**config.mk**
```make
export PLATFORM = sky130hd
export DESIGN_NAME = cbsi_core
export DESIGN_NICKNAME = d
export VERILOG_FILES = /design/src/rtl/cbsi_pkg.sv /design/src/rtl/cbsi_core.sv
export SDC_FILE = /design/constraint.sdc
export NUM_CORES = 1
export LEC_CHECK = 0
export ABC_AREA = 1
export CAP_MARGIN = 5
export CORE_AREA = 2 2 173 175
export CTS_BUF_LIST = sky130_fd_sc_hd__clkbuf_8
export CTS_CLUSTER_DIAMETER = 100
export DETAILED_ROUTE_END_ITERATION = 6
export DIE_AREA = 0 0 175 177
export DONT_BUFFER_PORTS = 1
export HOLD_SLACK_MARGIN = 0.08
export MAX_ROUTING_LAYER = met4
export PLACE_DENSITY_LB_ADDON = 0.15
export SYNTH_ARGS = -nofsm -noshare
export SYNTH_HDL_FRONTEND = slang
export SYNTH_SLANG_ARGS = --single-unit
```
**constraint.sdc**
```tcl
create_clock -name aclk -period 11.4 [get_ports aclk]
set_input_delay 1.71 -clock aclk [delete_from_list [all_inputs] [get_ports aclk]]
set_output_delay 1.71 -clock aclk [all_outputs]
set_load 0.05 [all_outputs]
```
**src/rtl/cbsi_pkg.sv**
```systemverilog
package cbsi_pkg;
  // Whole opcodes: the first six are decoded whole, the last three are used by the checks only
  localparam logic [7:0] OP_IRET = 8'h80;
  localparam logic [7:0] OP_RTS = 8'h81;
  localparam logic [7:0] OP_STOP = 8'h8e;
  localparam logic [7:0] OP_SEC = 8'h99;
  localparam logic [7:0] OP_IMASK = 8'h9b;
  localparam logic [7:0] OP_SPRST = 8'h9c;
  localparam logic [7:0] OP_BRA = 8'h20;
  localparam logic [7:0] OP_SUB_IMM = 8'ha0;
  localparam logic [7:0] OP_SBB_IMM = 8'ha2;
  // Low nibble of the memory-operand groups
  localparam logic [3:0] LO_SUB = 4'h0;
  localparam logic [3:0] LO_SBB = 4'h2;
  localparam logic [3:0] LO_RRC = 4'h6;
  localparam logic [3:0] LO_STACC = 4'h7;
  localparam logic [3:0] LO_JUMP = 4'hc;
  localparam logic [3:0] LO_CALL = 4'hd;
  localparam logic [3:0] LO_STIDX = 4'hf;
  // Stack and direct page
  localparam logic [7:0] SP_TOP = 8'hff;
  localparam logic [7:0] ZERO_PAGE = 8'h00;
  // Stack walk index: pops run 0..4, push of the high byte is 5
  localparam logic [2:0] PK_FLAGS = 3'h0;
  localparam logic [2:0] PK_PCH = 3'h3;
  localparam logic [2:0] PK_PCL = 3'h4;
  localparam logic [2:0] PK_PUSH_HI = 3'h5;
  // Register map (byte addresses)
  localparam int ADDR_W = 8;
  localparam logic [7:0] A_CTRL = 8'h00;
  localparam logic [7:0] A_START = 8'h04;
  localparam logic [7:0] A_STATUS = 8'h08;
  localparam logic [7:0] A_PC = 8'h0c;
  localparam logic [7:0] A_REGS = 8'h10;
  localparam logic [1:0] RESP_OKAY = 2'b00;
  localparam logic [1:0] RESP_SLVERR = 2'b10;
  localparam int CTRL_RUN = 0;
  localparam int ST_STOP = 0;
  localparam int ST_ILL = 1;
  localparam int ST_BUSY = 2;
  localparam logic [15:0] START_PC_RST = 16'h0000;

  typedef enum logic [2:0] {S_IDLE = 3'b000, S_FETCH = 3'b001, S_OPND = 3'b010, S_ACCESS = 3'b011,
    S_STACK = 3'b100, S_PAD = 3'b101, S_STOP = 3'b110} cbsi_state_t;
  typedef enum logic [3:0] {M_INH = 4'h0, M_IMM = 4'h1, M_DIR = 4'h2, M_EXT = 4'h3, M_IX2 = 4'h4,
    M_IX1 = 4'h5, M_IX = 4'h6, M_REL = 4'h7, M_BTB = 4'h8} cbsi_mode_t;
  typedef enum logic [3:0] {G_ILL = 4'h0, G_BTB = 4'h1, G_REL = 4'h2, G_SUB = 4'h3, G_SBB = 4'h4,
    G_STACC = 4'h5, G_STIDX = 4'h6, G_JUMP = 4'h7, G_CALL = 4'h8, G_RRC = 4'h9, G_SPRST = 4'ha,
    G_IRET = 4'hb, G_RTS = 4'hc, G_IMASK = 4'hd, G_SEC = 4'he, G_STOP = 4'hf} cbsi_grp_t;

  // Addressing mode from the high nibble
  function automatic cbsi_mode_t op_mode(input logic [7:0] op);
    case (op[7:4])
      4'h0: return M_BTB;
      4'h2: return M_REL;
      4'h3, 4'hb: return M_DIR;
      4'h6, 4'he: return M_IX1;
      4'h7, 4'hf: return M_IX;
      4'ha: return M_IMM;
      4'hc: return M_EXT;
      4'hd: return M_IX2;
      default: return M_INH;
    endcase
  endfunction

  // Instruction group; anything outside the subset is illegal
  function automatic cbsi_grp_t op_group(input logic [7:0] op);
    if (op[7:4] == 4'h0) return G_BTB;
    if (op[7:4] == 4'h2) return G_REL;
    if (op == OP_IRET) return G_IRET;
    if (op == OP_RTS) return G_RTS;
    if (op == OP_STOP) return G_STOP;
    if (op == OP_SEC) return G_SEC;
    if (op == OP_IMASK) return G_IMASK;
    if (op == OP_SPRST) return G_SPRST;
    if (op[3:0] == LO_RRC && op[7:4] >= 4'h3 && op[7:4] <= 4'h7) return G_RRC;
    if (op[7:4] < 4'ha) return G_ILL;
    case (op[3:0])
      LO_SUB: return G_SUB;
      LO_SBB: return G_SBB;
      LO_STACC: return (op[7:4] == 4'ha) ? G_ILL : G_STACC;
      LO_STIDX: return (op[7:4] == 4'ha) ? G_ILL : G_STIDX;
      LO_JUMP: return (op[7:4] == 4'ha) ? G_ILL : G_JUMP;
      LO_CALL: return (op[7:4] == 4'ha) ? G_ILL : G_CALL;
      default: return G_ILL;
    endcase
  endfunction

  // Operand bytes following the opcode
  function automatic logic [3:0] opnd_bytes(input cbsi_mode_t m);
    case (m)
      M_BTB, M_EXT, M_IX2: return 4'h2;
      M_IMM, M_DIR, M_IX1, M_REL: return 4'h1;
      default: return 4'h0;
    endcase
  endfunction

  // Cycle count of each instruction; memory-operand groups derive from the load table, the rest are fixed
  function automatic logic [3:0] op_cycles(input cbsi_grp_t g, input cbsi_mode_t m);
    logic [3:0] b;
    case (m)
      M_IMM: b = 4'h2;
      M_DIR, M_IX: b = 4'h3;
      M_EXT, M_IX1: b = 4'h4;
      M_IX2: b = 4'h5;
      default: b = 4'h0;
    endcase
    case (g)
      G_SUB, G_SBB: return b;
      G_STACC, G_STIDX: return b + 4'h1;
      G_JUMP: return b - 4'h1;
      G_CALL: return b + 4'h2;
      G_RRC: return (m == M_INH) ? 4'h3 : b + 4'h2;
      G_IRET, G_RTS: return 4'h6;
      G_BTB: return 4'h5;
      G_REL: return 4'h3;
      default: return 4'h2;
    endcase
  endfunction

  // Sign-extend a relative offset
  function automatic logic [15:0] sext(input logic [7:0] v);
    return {{8{v[7]}}, v};
  endfunction

  // Conditional branch test: pair base condition, odd opcode inverts
  function automatic logic branch_ok(input logic [7:0] op, input logic h, input logic i,
                                     input logic n, input logic z, input logic c, input logic pin);
    logic b;
    case (op[3:1])
      3'h0: b = 1'b1;
      3'h1: b = ~(c | z);
      3'h2: b = ~c;
      3'h3: b = ~z;
      3'h4: b = ~h;
      3'h5: b = ~n;
      3'h6: b = ~i;
      default: b = ~pin;
    endcase
    return op[0] ? ~b : b;
  endfunction
endpackage

```
**src/rtl/cbsi_core.sv**
```systemverilog
`timescale 1ns/1ps
// Functional notes
// - Bit-test branches reach the first 256 bytes
// - Bit-test branch: opcode, direct address, offset
// - Bit number and sense come from opcode
// - Taken branch: next address plus signed offset
// - Tested bit always copied into carry
// - Conditional branches redirect only when true
// - Jumps take target from the effective address, X added in indexed modes
// - Rotate right through carry, N Z C
// - Stack reset loads 0x00FF, flags kept
// - Interrupt return pops five bytes, six cycles
// - Subroutine return pops PC high then low
// - Subtract with borrow updates N Z C
// - Mask set raises I only
// - Accumulator store updates N Z, not C
// - Stop halts oscillator, enables pin, clears I
// - Index store updates N Z, not C
// - Subtract updates accumulator and N Z C
module cbsi_core
  import cbsi_pkg::*;
(
  // Clock and reset
  input logic aclk,
  input logic aresetn,
  // AXI4-Lite write channels
  input logic [ADDR_W-1:0] s_axi_awaddr,
  input logic s_axi_awvalid,
  output logic s_axi_awready,
  input logic [31:0] s_axi_wdata,
  input logic [3:0] s_axi_wstrb,
  input logic s_axi_wvalid,
  output logic s_axi_wready,
  output logic [1:0] s_axi_bresp,
  output logic s_axi_bvalid,
  input logic s_axi_bready,
  // AXI4-Lite read channels
  input logic [ADDR_W-1:0] s_axi_araddr,
  input logic s_axi_arvalid,
  output logic s_axi_arready,
  output logic [31:0] s_axi_rdata,
  output logic [1:0] s_axi_rresp,
  output logic s_axi_rvalid,
  input logic s_axi_rready,
  // Program and data memory, read data valid in the same cycle
  output logic [15:0] mem_addr,
  output logic [7:0] mem_wdata,
  output logic mem_we,
  input logic [7:0] mem_rdata,
  // Pins
  input logic irq_pin,
  output logic osc_stop,
  output logic irq_pin_en
);

  ////////////////////////////////////////////////////////////////////////////
  // All state in one record
  typedef struct packed {
    cbsi_state_t st;
    logic [7:0] op;
    logic [3:0] cyc, tgt, left;
    logic [2:0] pk;
    logic [15:0] pc, ea, start_pc, maddr;
    logic [7:0] a, x, sp, rel, wd;
    logic h, i, n, z, c;
    logic stop, irq_en, ill, run, irq_m1, irq_s, we;
    logic aw_got, w_got, awready, wready, bvalid, arready, rvalid;
    logic [ADDR_W-1:0] awaddr;
    logic [31:0] wdata, rdata;
    logic [3:0] wstrb;
    logic [1:0] bresp, rresp;
  } cbsi_regs_t;

  cbsi_regs_t r, n;
  logic [7:0] cur_op; // Opcode of the instruction under way
  logic [7:0] ain; // ALU operand
  logic [7:0] res; // ALU result
  logic cout; // ALU carry out
  logic go; // Operands complete, act this cycle
  logic do_alu; // ALU result commits this cycle
  logic [15:0] eff; // Effective address
  logic [15:0] ob; // Two operand bytes
  logic [15:0] npc; // Address of the next byte
  cbsi_grp_t g;
  cbsi_mode_t md;
  logic test_bit; // Bit picked by a bit-test opcode

  assign test_bit = mem_rdata[r.op[3:1]];

  ////////////////////////////////////////////////////////////////////////////
  // Next-state logic
  always_comb
  begin
    n = r;
    go = 1'b0;
    do_alu = 1'b0;
    cur_op = (r.st == S_FETCH) ? mem_rdata : r.op;
    g = op_group(cur_op);
    md = op_mode(cur_op);
    npc = r.pc + 16'h1;
    ob = {r.ea[7:0], mem_rdata};
    // Pin synchroniser; the first stage feeds only the second
    n.irq_m1 = irq_pin;
    n.irq_s = r.irq_m1;
    n.we = 1'b0;
    n.cyc = r.cyc + 4'h1;
    // Effective address at the last operand byte
    case (md)
      M_DIR: eff = {ZERO_PAGE, mem_rdata};
      M_EXT: eff = ob;
      M_IX2: eff = ob + {8'h00, r.x};
      M_IX1: eff = {8'h00, mem_rdata} + {8'h00, r.x};
      M_IX: eff = {8'h00, r.x};
      M_BTB: eff = {ZERO_PAGE, r.ea[7:0]};
      default: eff = 16'h0000;
    endcase

    // Write channel: address and data land in either order
    if (r.bvalid && s_axi_bready)
      n.bvalid = 1'b0;
    if (r.awready && s_axi_awvalid)
    begin
      n.aw_got = 1'b1;
      n.awaddr = s_axi_awaddr;
    end
    if (r.wready && s_axi_wvalid)
    begin
      n.w_got = 1'b1;
      n.wdata = s_axi_wdata;
      n.wstrb = s_axi_wstrb;
    end
    if (n.aw_got && n.w_got && !n.bvalid)
    begin
      n.aw_got = 1'b0;
      n.w_got = 1'b0;
      n.bvalid = 1'b1;
      n.bresp = RESP_OKAY;
      case (n.awaddr)
        A_CTRL: if (n.wstrb[0]) n.run = n.wdata[CTRL_RUN];
        A_START:
        begin
          if (n.wstrb[0]) n.start_pc[7:0] = n.wdata[7:0];
          if (n.wstrb[1]) n.start_pc[15:8] = n.wdata[15:8];
        end
        // Sticky flag, write one to clear; a same-cycle set wins below
        A_STATUS: if (n.wstrb[0] && n.wdata[ST_ILL]) n.ill = 1'b0;
        A_PC, A_REGS: n.bresp = RESP_OKAY;
        default: n.bresp = RESP_SLVERR;
      endcase
    end
    // Read channel
    if (r.rvalid && s_axi_rready)
      n.rvalid = 1'b0;
    if (r.arready && s_axi_arvalid)
    begin
      n.rvalid = 1'b1;
      n.rresp = RESP_OKAY;
      case (s_axi_araddr)
        A_CTRL: n.rdata = {31'h0, r.run};
        A_START: n.rdata = {16'h0, r.start_pc};
        A_STATUS: n.rdata = {29'h0, r.st != S_IDLE, r.ill, r.stop};
        A_PC: n.rdata = {16'h0, r.pc};
        A_REGS: n.rdata = {3'h0, r.h, r.i, r.n, r.z, r.c, r.sp, r.x, r.a};
        default:
        begin
          n.rdata = 32'h0;
          n.rresp = RESP_SLVERR;
        end
      endcase
    end

    // Sequencer
    unique case (r.st)
      S_IDLE:
      begin
        n.pc = r.start_pc;
        n.maddr = r.start_pc;
        n.cyc = 4'h0;
        if (r.run)
          n.st = S_FETCH;
      end
      S_FETCH:
      begin
        n.op = mem_rdata;
        n.pc = npc;
        n.tgt = op_cycles(g, md);
        n.left = opnd_bytes(md);
        if (opnd_bytes(md) == 4'h0)
          go = 1'b1;
        else
        begin
          n.st = S_OPND;
          n.maddr = npc;
        end
      end
      S_OPND:
      begin
        n.pc = npc;
        n.ea = ob;
        n.left = r.left - 4'h1;
        if (r.left == 4'h1)
          go = 1'b1;
        else
          n.maddr = npc;
      end
      S_ACCESS:
      begin
        n.st = S_PAD;
        if (g == G_BTB)
        begin
          n.c = test_bit;
          if (test_bit != r.op[0])
            n.pc = r.pc + sext(r.rel);
        end
        else
          do_alu = 1'b1;
      end
      S_STACK:
      begin
        if (r.pk == PK_PUSH_HI)
        begin
          // Second push of a subroutine call, then take the target
          n.we = 1'b1;
          n.maddr = {ZERO_PAGE, r.sp};
          n.wd = r.pc[15:8];
          n.sp = r.sp - 8'h1;
          n.pc = r.ea;
          n.st = S_PAD;
        end
        else
        begin
          case (r.pk)
            PK_FLAGS: {n.h, n.i, n.n, n.z, n.c} = mem_rdata[4:0];
            3'h1: n.a = mem_rdata;
            3'h2: n.x = mem_rdata;
            PK_PCH: n.pc[15:8] = mem_rdata;
            default: n.pc[7:0] = mem_rdata;
          endcase
          if (r.pk == PK_PCL)
            n.st = S_PAD;
          else
          begin
            n.pk = r.pk + 3'h1;
            n.sp = r.sp + 8'h1;
            n.maddr = {ZERO_PAGE, r.sp + 8'h1};
          end
        end
      end
      S_PAD: n.st = S_PAD;
      S_STOP:
      begin
        n.cyc = 4'h0;
        // Clock held until the pin goes low
        if (!r.irq_s)
        begin
          n.stop = 1'b0;
          n.st = S_FETCH;
        end
      end
      default: n.st = S_IDLE;
    endcase

    // Act once every operand byte is in
    if (go)
    begin
      n.st = S_PAD;
      case (g)
        G_SUB, G_SBB:
          if (md == M_IMM)
            do_alu = 1'b1;
          else
          begin
            n.maddr = eff;
            n.st = S_ACCESS;
          end
        G_RRC:
          if (md == M_INH)
            do_alu = 1'b1;
          else
          begin
            n.maddr = eff;
            n.st = S_ACCESS;
          end
        G_BTB:
        begin
          n.rel = mem_rdata;
          n.maddr = eff;
          n.st = S_ACCESS;
        end
        G_STACC, G_STIDX:
        begin
          n.we = 1'b1;
          n.maddr = eff;
          n.wd = (g == G_STACC) ? r.a : r.x;
          n.n = n.wd[7];
          n.z = (n.wd == 8'h00);
        end
        G_REL:
          if (branch_ok(cur_op, r.h, r.i, r.n, r.z, r.c, r.irq_s))
            n.pc = npc + sext(mem_rdata);
        G_JUMP: n.pc = eff;
        G_CALL:
        begin
          n.we = 1'b1;
          n.maddr = {ZERO_PAGE, r.sp};
          n.wd = npc[7:0];
          n.sp = r.sp - 8'h1;
          n.ea = eff;
          n.pk = PK_PUSH_HI;
          n.st = S_STACK;
        end
        G_IRET, G_RTS:
        begin
          // Pre-increment before every pop
          n.pk = (g == G_IRET) ? PK_FLAGS : PK_PCH;
          n.sp = r.sp + 8'h1;
          n.maddr = {ZERO_PAGE, r.sp + 8'h1};
          n.st = S_STACK;
        end
        G_SPRST: n.sp = SP_TOP;
        G_IMASK: n.i = 1'b1;
        G_SEC: n.c = 1'b1;
        G_STOP:
        begin
          n.i = 1'b0;
          n.irq_en = 1'b1;
        end
        default: n.ill = 1'b1;
      endcase
    end

    // Shared ALU: subtract, subtract with borrow, rotate
    ain = (md == M_INH) ? (cur_op[4] ? r.x : r.a) : mem_rdata;
    if (g == G_RRC)
      {res, cout} = {r.c, ain};
    else
      {cout, res} = {1'b0, r.a} - {1'b0, ain} - {8'h00, (g == G_SBB) && r.c};
    if (do_alu)
    begin
      n.n = res[7];
      n.z = (res == 8'h00);
      n.c = cout;
      if (g != G_RRC)
        n.a = res;
      else if (md != M_INH)
      begin
        // Read-modify-write: result goes back to the same address
        n.we = 1'b1;
        n.wd = res;
      end
      else if (cur_op[4])
        n.x = res;
      else
        n.a = res;
    end

    // Last cycle of the count: pad ends, next fetch or halt follows
    if (n.st == S_PAD && r.st != S_FETCH && r.cyc == r.tgt - 4'h1)
    begin
      n.cyc = 4'h0;
      n.maddr = n.pc;
      if (!r.run)
        n.st = S_IDLE;
      else if (g == G_STOP)
      begin
        n.stop = 1'b1;
        n.st = S_STOP;
      end
      else
        n.st = S_FETCH;
    end
    n.awready = !n.aw_got && !n.bvalid;
    n.wready = !n.w_got && !n.bvalid;
    n.arready = !n.rvalid;
  end

  ////////////////////////////////////////////////////////////////////////////
  // State register; I set at reset, SP loaded with the top, start address with its reset value
  always_ff @(posedge aclk)
  begin
    if (!aresetn)
    begin
      r <= '0;
      r.sp <= SP_TOP;
      r.i <= 1'b1;
      r.start_pc <= START_PC_RST;
    end
    else
      r <= n;
  end

  assign s_axi_awready = r.awready;
  assign s_axi_wready = r.wready;
  assign s_axi_bvalid = r.bvalid;
  assign s_axi_bresp = r.bresp;
  assign s_axi_arready = r.arready;
  assign s_axi_rvalid = r.rvalid;
  assign s_axi_rdata = r.rdata;
  assign s_axi_rresp = r.rresp;
  assign mem_addr = r.maddr;
  assign mem_wdata = r.wd;
  assign mem_we = r.we;
  assign osc_stop = r.stop;
  assign irq_pin_en = r.irq_en;
endmodule // cbsi_core

```
==> metrics.md <==
| Metric | Value |
|---|---|
| # setup viols final | `0` |
| Area of the multi-input gates | `0.0109 mm2` |
| Fin nets | `2746` |
| Syn-to-layout area delta | `2.45%` |
| Syn_area_per_cell | `6.35 um2` |
| Synth area leaders | `dfxtp_1 24%, nand2_1 14%, o21ai_0 6.6%` |
| Sequential cell area | `0.00412 mm2` |
| Post-layout util | `60.3%` |
| RD Place Congestion | `1.06` |
| DRC Markers | `12` |
| Cells after synthesis | `2709` |
| Clock Sinks | `206` |
| Power Total | `1.67 mW` |
| Root Buffer | `clkbuf_8` |
| Setup Fix Bufs, Post-CTS | `0` |
| Synthesis warning total | `0` |
| Clock tree buffer depth | `3` |
| Slew HR | `29.3%` |
| Vias | `19100` |
| Leakage | `8.24 nW` |
| Ys flop type | `dfxtp_1` |
| Die outline area | `0.0310 mm2` |
| Worst-skew pair later-pin latency | `0.57 ns` |
| Dpl hpwl | `51300 um` |
| Core area | `0.0292 mm2` |
| CP Class | `input pin to register` |
| Worst r2r path cells | `32` |
| Total GRT Usage | `44.6%` |
| Clock transition at path regs | `0.07 ns` |
| EDFF count, synth | `0` |
| First-pass GRT wire length | `103000 um` |
| Final Routed Wirelength | `69000 um` |
| Asr flop ratio synth | `0%` |
| Area leader, netlist | `dfxtp_1` |
| Crit Reg-Reg Endpoint | `r[95]` |
| Most frequent cells after synthesis | `633 x nand2_1, 294 x inv_1, 265 x nor2_1` |
| CP Launch Type | `input pin` |
| Maxcap violations | `0` |
| Crit end category | `register` |
| Pin count of the biggest net entering global routing | `88` |
| PortBufs | `0` |
| PD cells | `95.0 mW/mm2` |
| HP Class | `register to register` |
| Distinct cells, synth | `63` |
| Peak Freq | `144 MHz` |
| Top-area cell type share of the netlist area | `24.0%` |
| Capture point of the critical path | `r[95]` |
| Post-synthesis register bit count | `206` |
| PostCTS Resize Cnt | `0` |
| Seq/Total Area, Yosys | `24.0%` |
| Fin. max-slew vios | `0` |
| Drt first pass iters | `7` |
| Max FO, Critical Path | `13` |
| Cell with the most instances after synthesis | `nand2_1` |
| Die H | `177 um` |
| Boundary pin count | `136` |
| Critical-path top delay cell | `nand3_1` |
| Fillers | `2906` |
| Chip width | `175 um` |
| WP data required | `11.88 ns` |
| Worst EP arrival | `7.41 ns` |
| Detailed Route Iter0 Violations | `2328` |
| Post-Synthesis Cell Area | `0.0172 mm2` |
| DR vias/cell | `6.32` |
| Launch point of the worst path | `mem_rdata[4]` |
| Finished Cell Area | `0.0176 mm2` |
| Placed Instance Area | `0.0168 mm2` |
| Final worst slack | `4.47 ns` |
| Tcrit/Tclk final | `60.7%` |
| Unrepaired setup endpoints after global routing | `false` |
| CTS tree | `yes` |
| Place WS | `4.10 ns` |
| Hold_buf cts | `0` |
| Initial antenna violation count | `2` |
| Worst vdd ir | `0.000121 V` |
| Cell Rows | `63` |
| Initial core utilization | `58.9%` |
| Total number of H-tree levels | `2` |
| Share of cells above drive strength 1 | `7.46%` |
| Setup Skew | `0.0171 ns` |
| Final min period | `6.93 ns` |
| Setup TNS Final | `0 ns` |
| Status | `finished, violations left` |
| Fin. Hold Viols | `0` |
| Reg-to-Reg Start | `r[228]` |
| Worst-Margin Slew | `1.06 ns` |
| GRT overflow | `0` |
| CTS Buf Count | `39` |
| Reg2Reg Setup Slack | `4.57 ns` |
| DRT antenna net count | `0` |
| Vias in the first global route | `17500` |
| Slowest cell delay on critical path | `0.59 ns` |
| Failing checks | `DRC` |
| Wire per inst | `22.9 um` |
## routing by layer
layer / global-route usage (%) / part of all wire, %
met4: 31.6 / 8.2
met2: 66.1 / 43
met3: 8.10 / 10
met5: - / 0
met1: 54.7 / 39
## sequential cells by signal, summed over array words and instances (netlist names), 8 cells and up
register and flops:
r 134, s_axi_rdata 29, mem_addr 16, mem_wdata 8, ob 8
## stage by stage
step	hold WS [ns]	instances
6_report	0.425	3018
4_1_cts	0.425	3016
3_5_place_dp	0.410	2948
2_1_floorplan	0.390	2713
5_1_grt	0.446	3018
3_3_place_gp	0.398	2948
## how the worst min path moves through the flow
stage                       end  cells past startpoint  slack, ns   from
final                     r[88]                      2       0.43  n[88]
after global routing      r[88]                      2       0.45  n[88]
after CTS                 r[88]                      2       0.43  n[88]
after detailed placement  r[88]                      2       0.41  n[88]
after global placement    r[88]                      2       0.40  n[88]
after floorplan           r[88]                      2       0.39  n[88]
## placed cells by master (no fill, tap or decap), types with 6 or more instances in the layout
cell      instances
a211oi_1         14
a21oi_1         217
a221oi_1         20
a31oi_1          22
buf_4            11
clkbuf_8         46
clkinv_2         10
dfxtp_1         206
fa_1              6
ha_1             73
inv_1           303
inv_2            19
mux2i_1          24
nand2_1         633
nand2_2          15
nand2_4          11
nand3_1         128
nand3_2          11
nand4_1          30
nor2_1          263
nor2_2            8
nor2_4            9
nor3_1           32
nor4_1            7
o211ai_1         44
o21ai_0         227
o21ai_1           6
o221ai_1         15
o22ai_1          44
o31ai_1           6
or2_2            30
xnor2_1          16
xor2_1           47
## area by class of cell
class / count / area share (%)
Timing Repair Buffer: 11 / 0.468
Inverter: 321 / 6.86
Clock inverter: 22 / 0.908
Antenna cell: 2 / 0.0284
Tap cell: 390 / 2.77
Clock buffer: 46 / 3.59
Sequential cell: 206 / 23.4
Multi-Input combinational cell: 2020 / 62.0
## power breakdown
part,internal [mW],total [mW],switching (mW)
Clock,0.415,0.768,0.353
Sequential,0.734,0.760,0.0262
Combinational,0.0448,0.147,0.102
## cell families (layout without fill, tap and decap cells)
logic type               after synthesis  in the layout  synth area share, %
buffers and inverters                487            400                 12.6
multiplexers                          24             24                 1.40
adder cells (fa/ha/maj)               79             79                 6.00
AND/OR/NAND/NOR                     1195           1195                 30.7
XOR/XNOR                              63             63                 3.21
AO/OA/AOI/OAI                        654            654                 22.1
flip-flops                           206            206                 24.0
other                                  1              7               0.0218
## worst max-delay path: cells and delay by family
kind | cells | cell delay, ns
AOI/OAI and AO/OA | 7 | 1.37
xor gates and xnor gates | 1 | 0.15
adders and majority gates | 3 | 1.04
buffers and inverters | 5 | 0.98
and+or+nand+nor | 15 | 2.17
No activity file was read; power rests on OpenSTA's default activity.
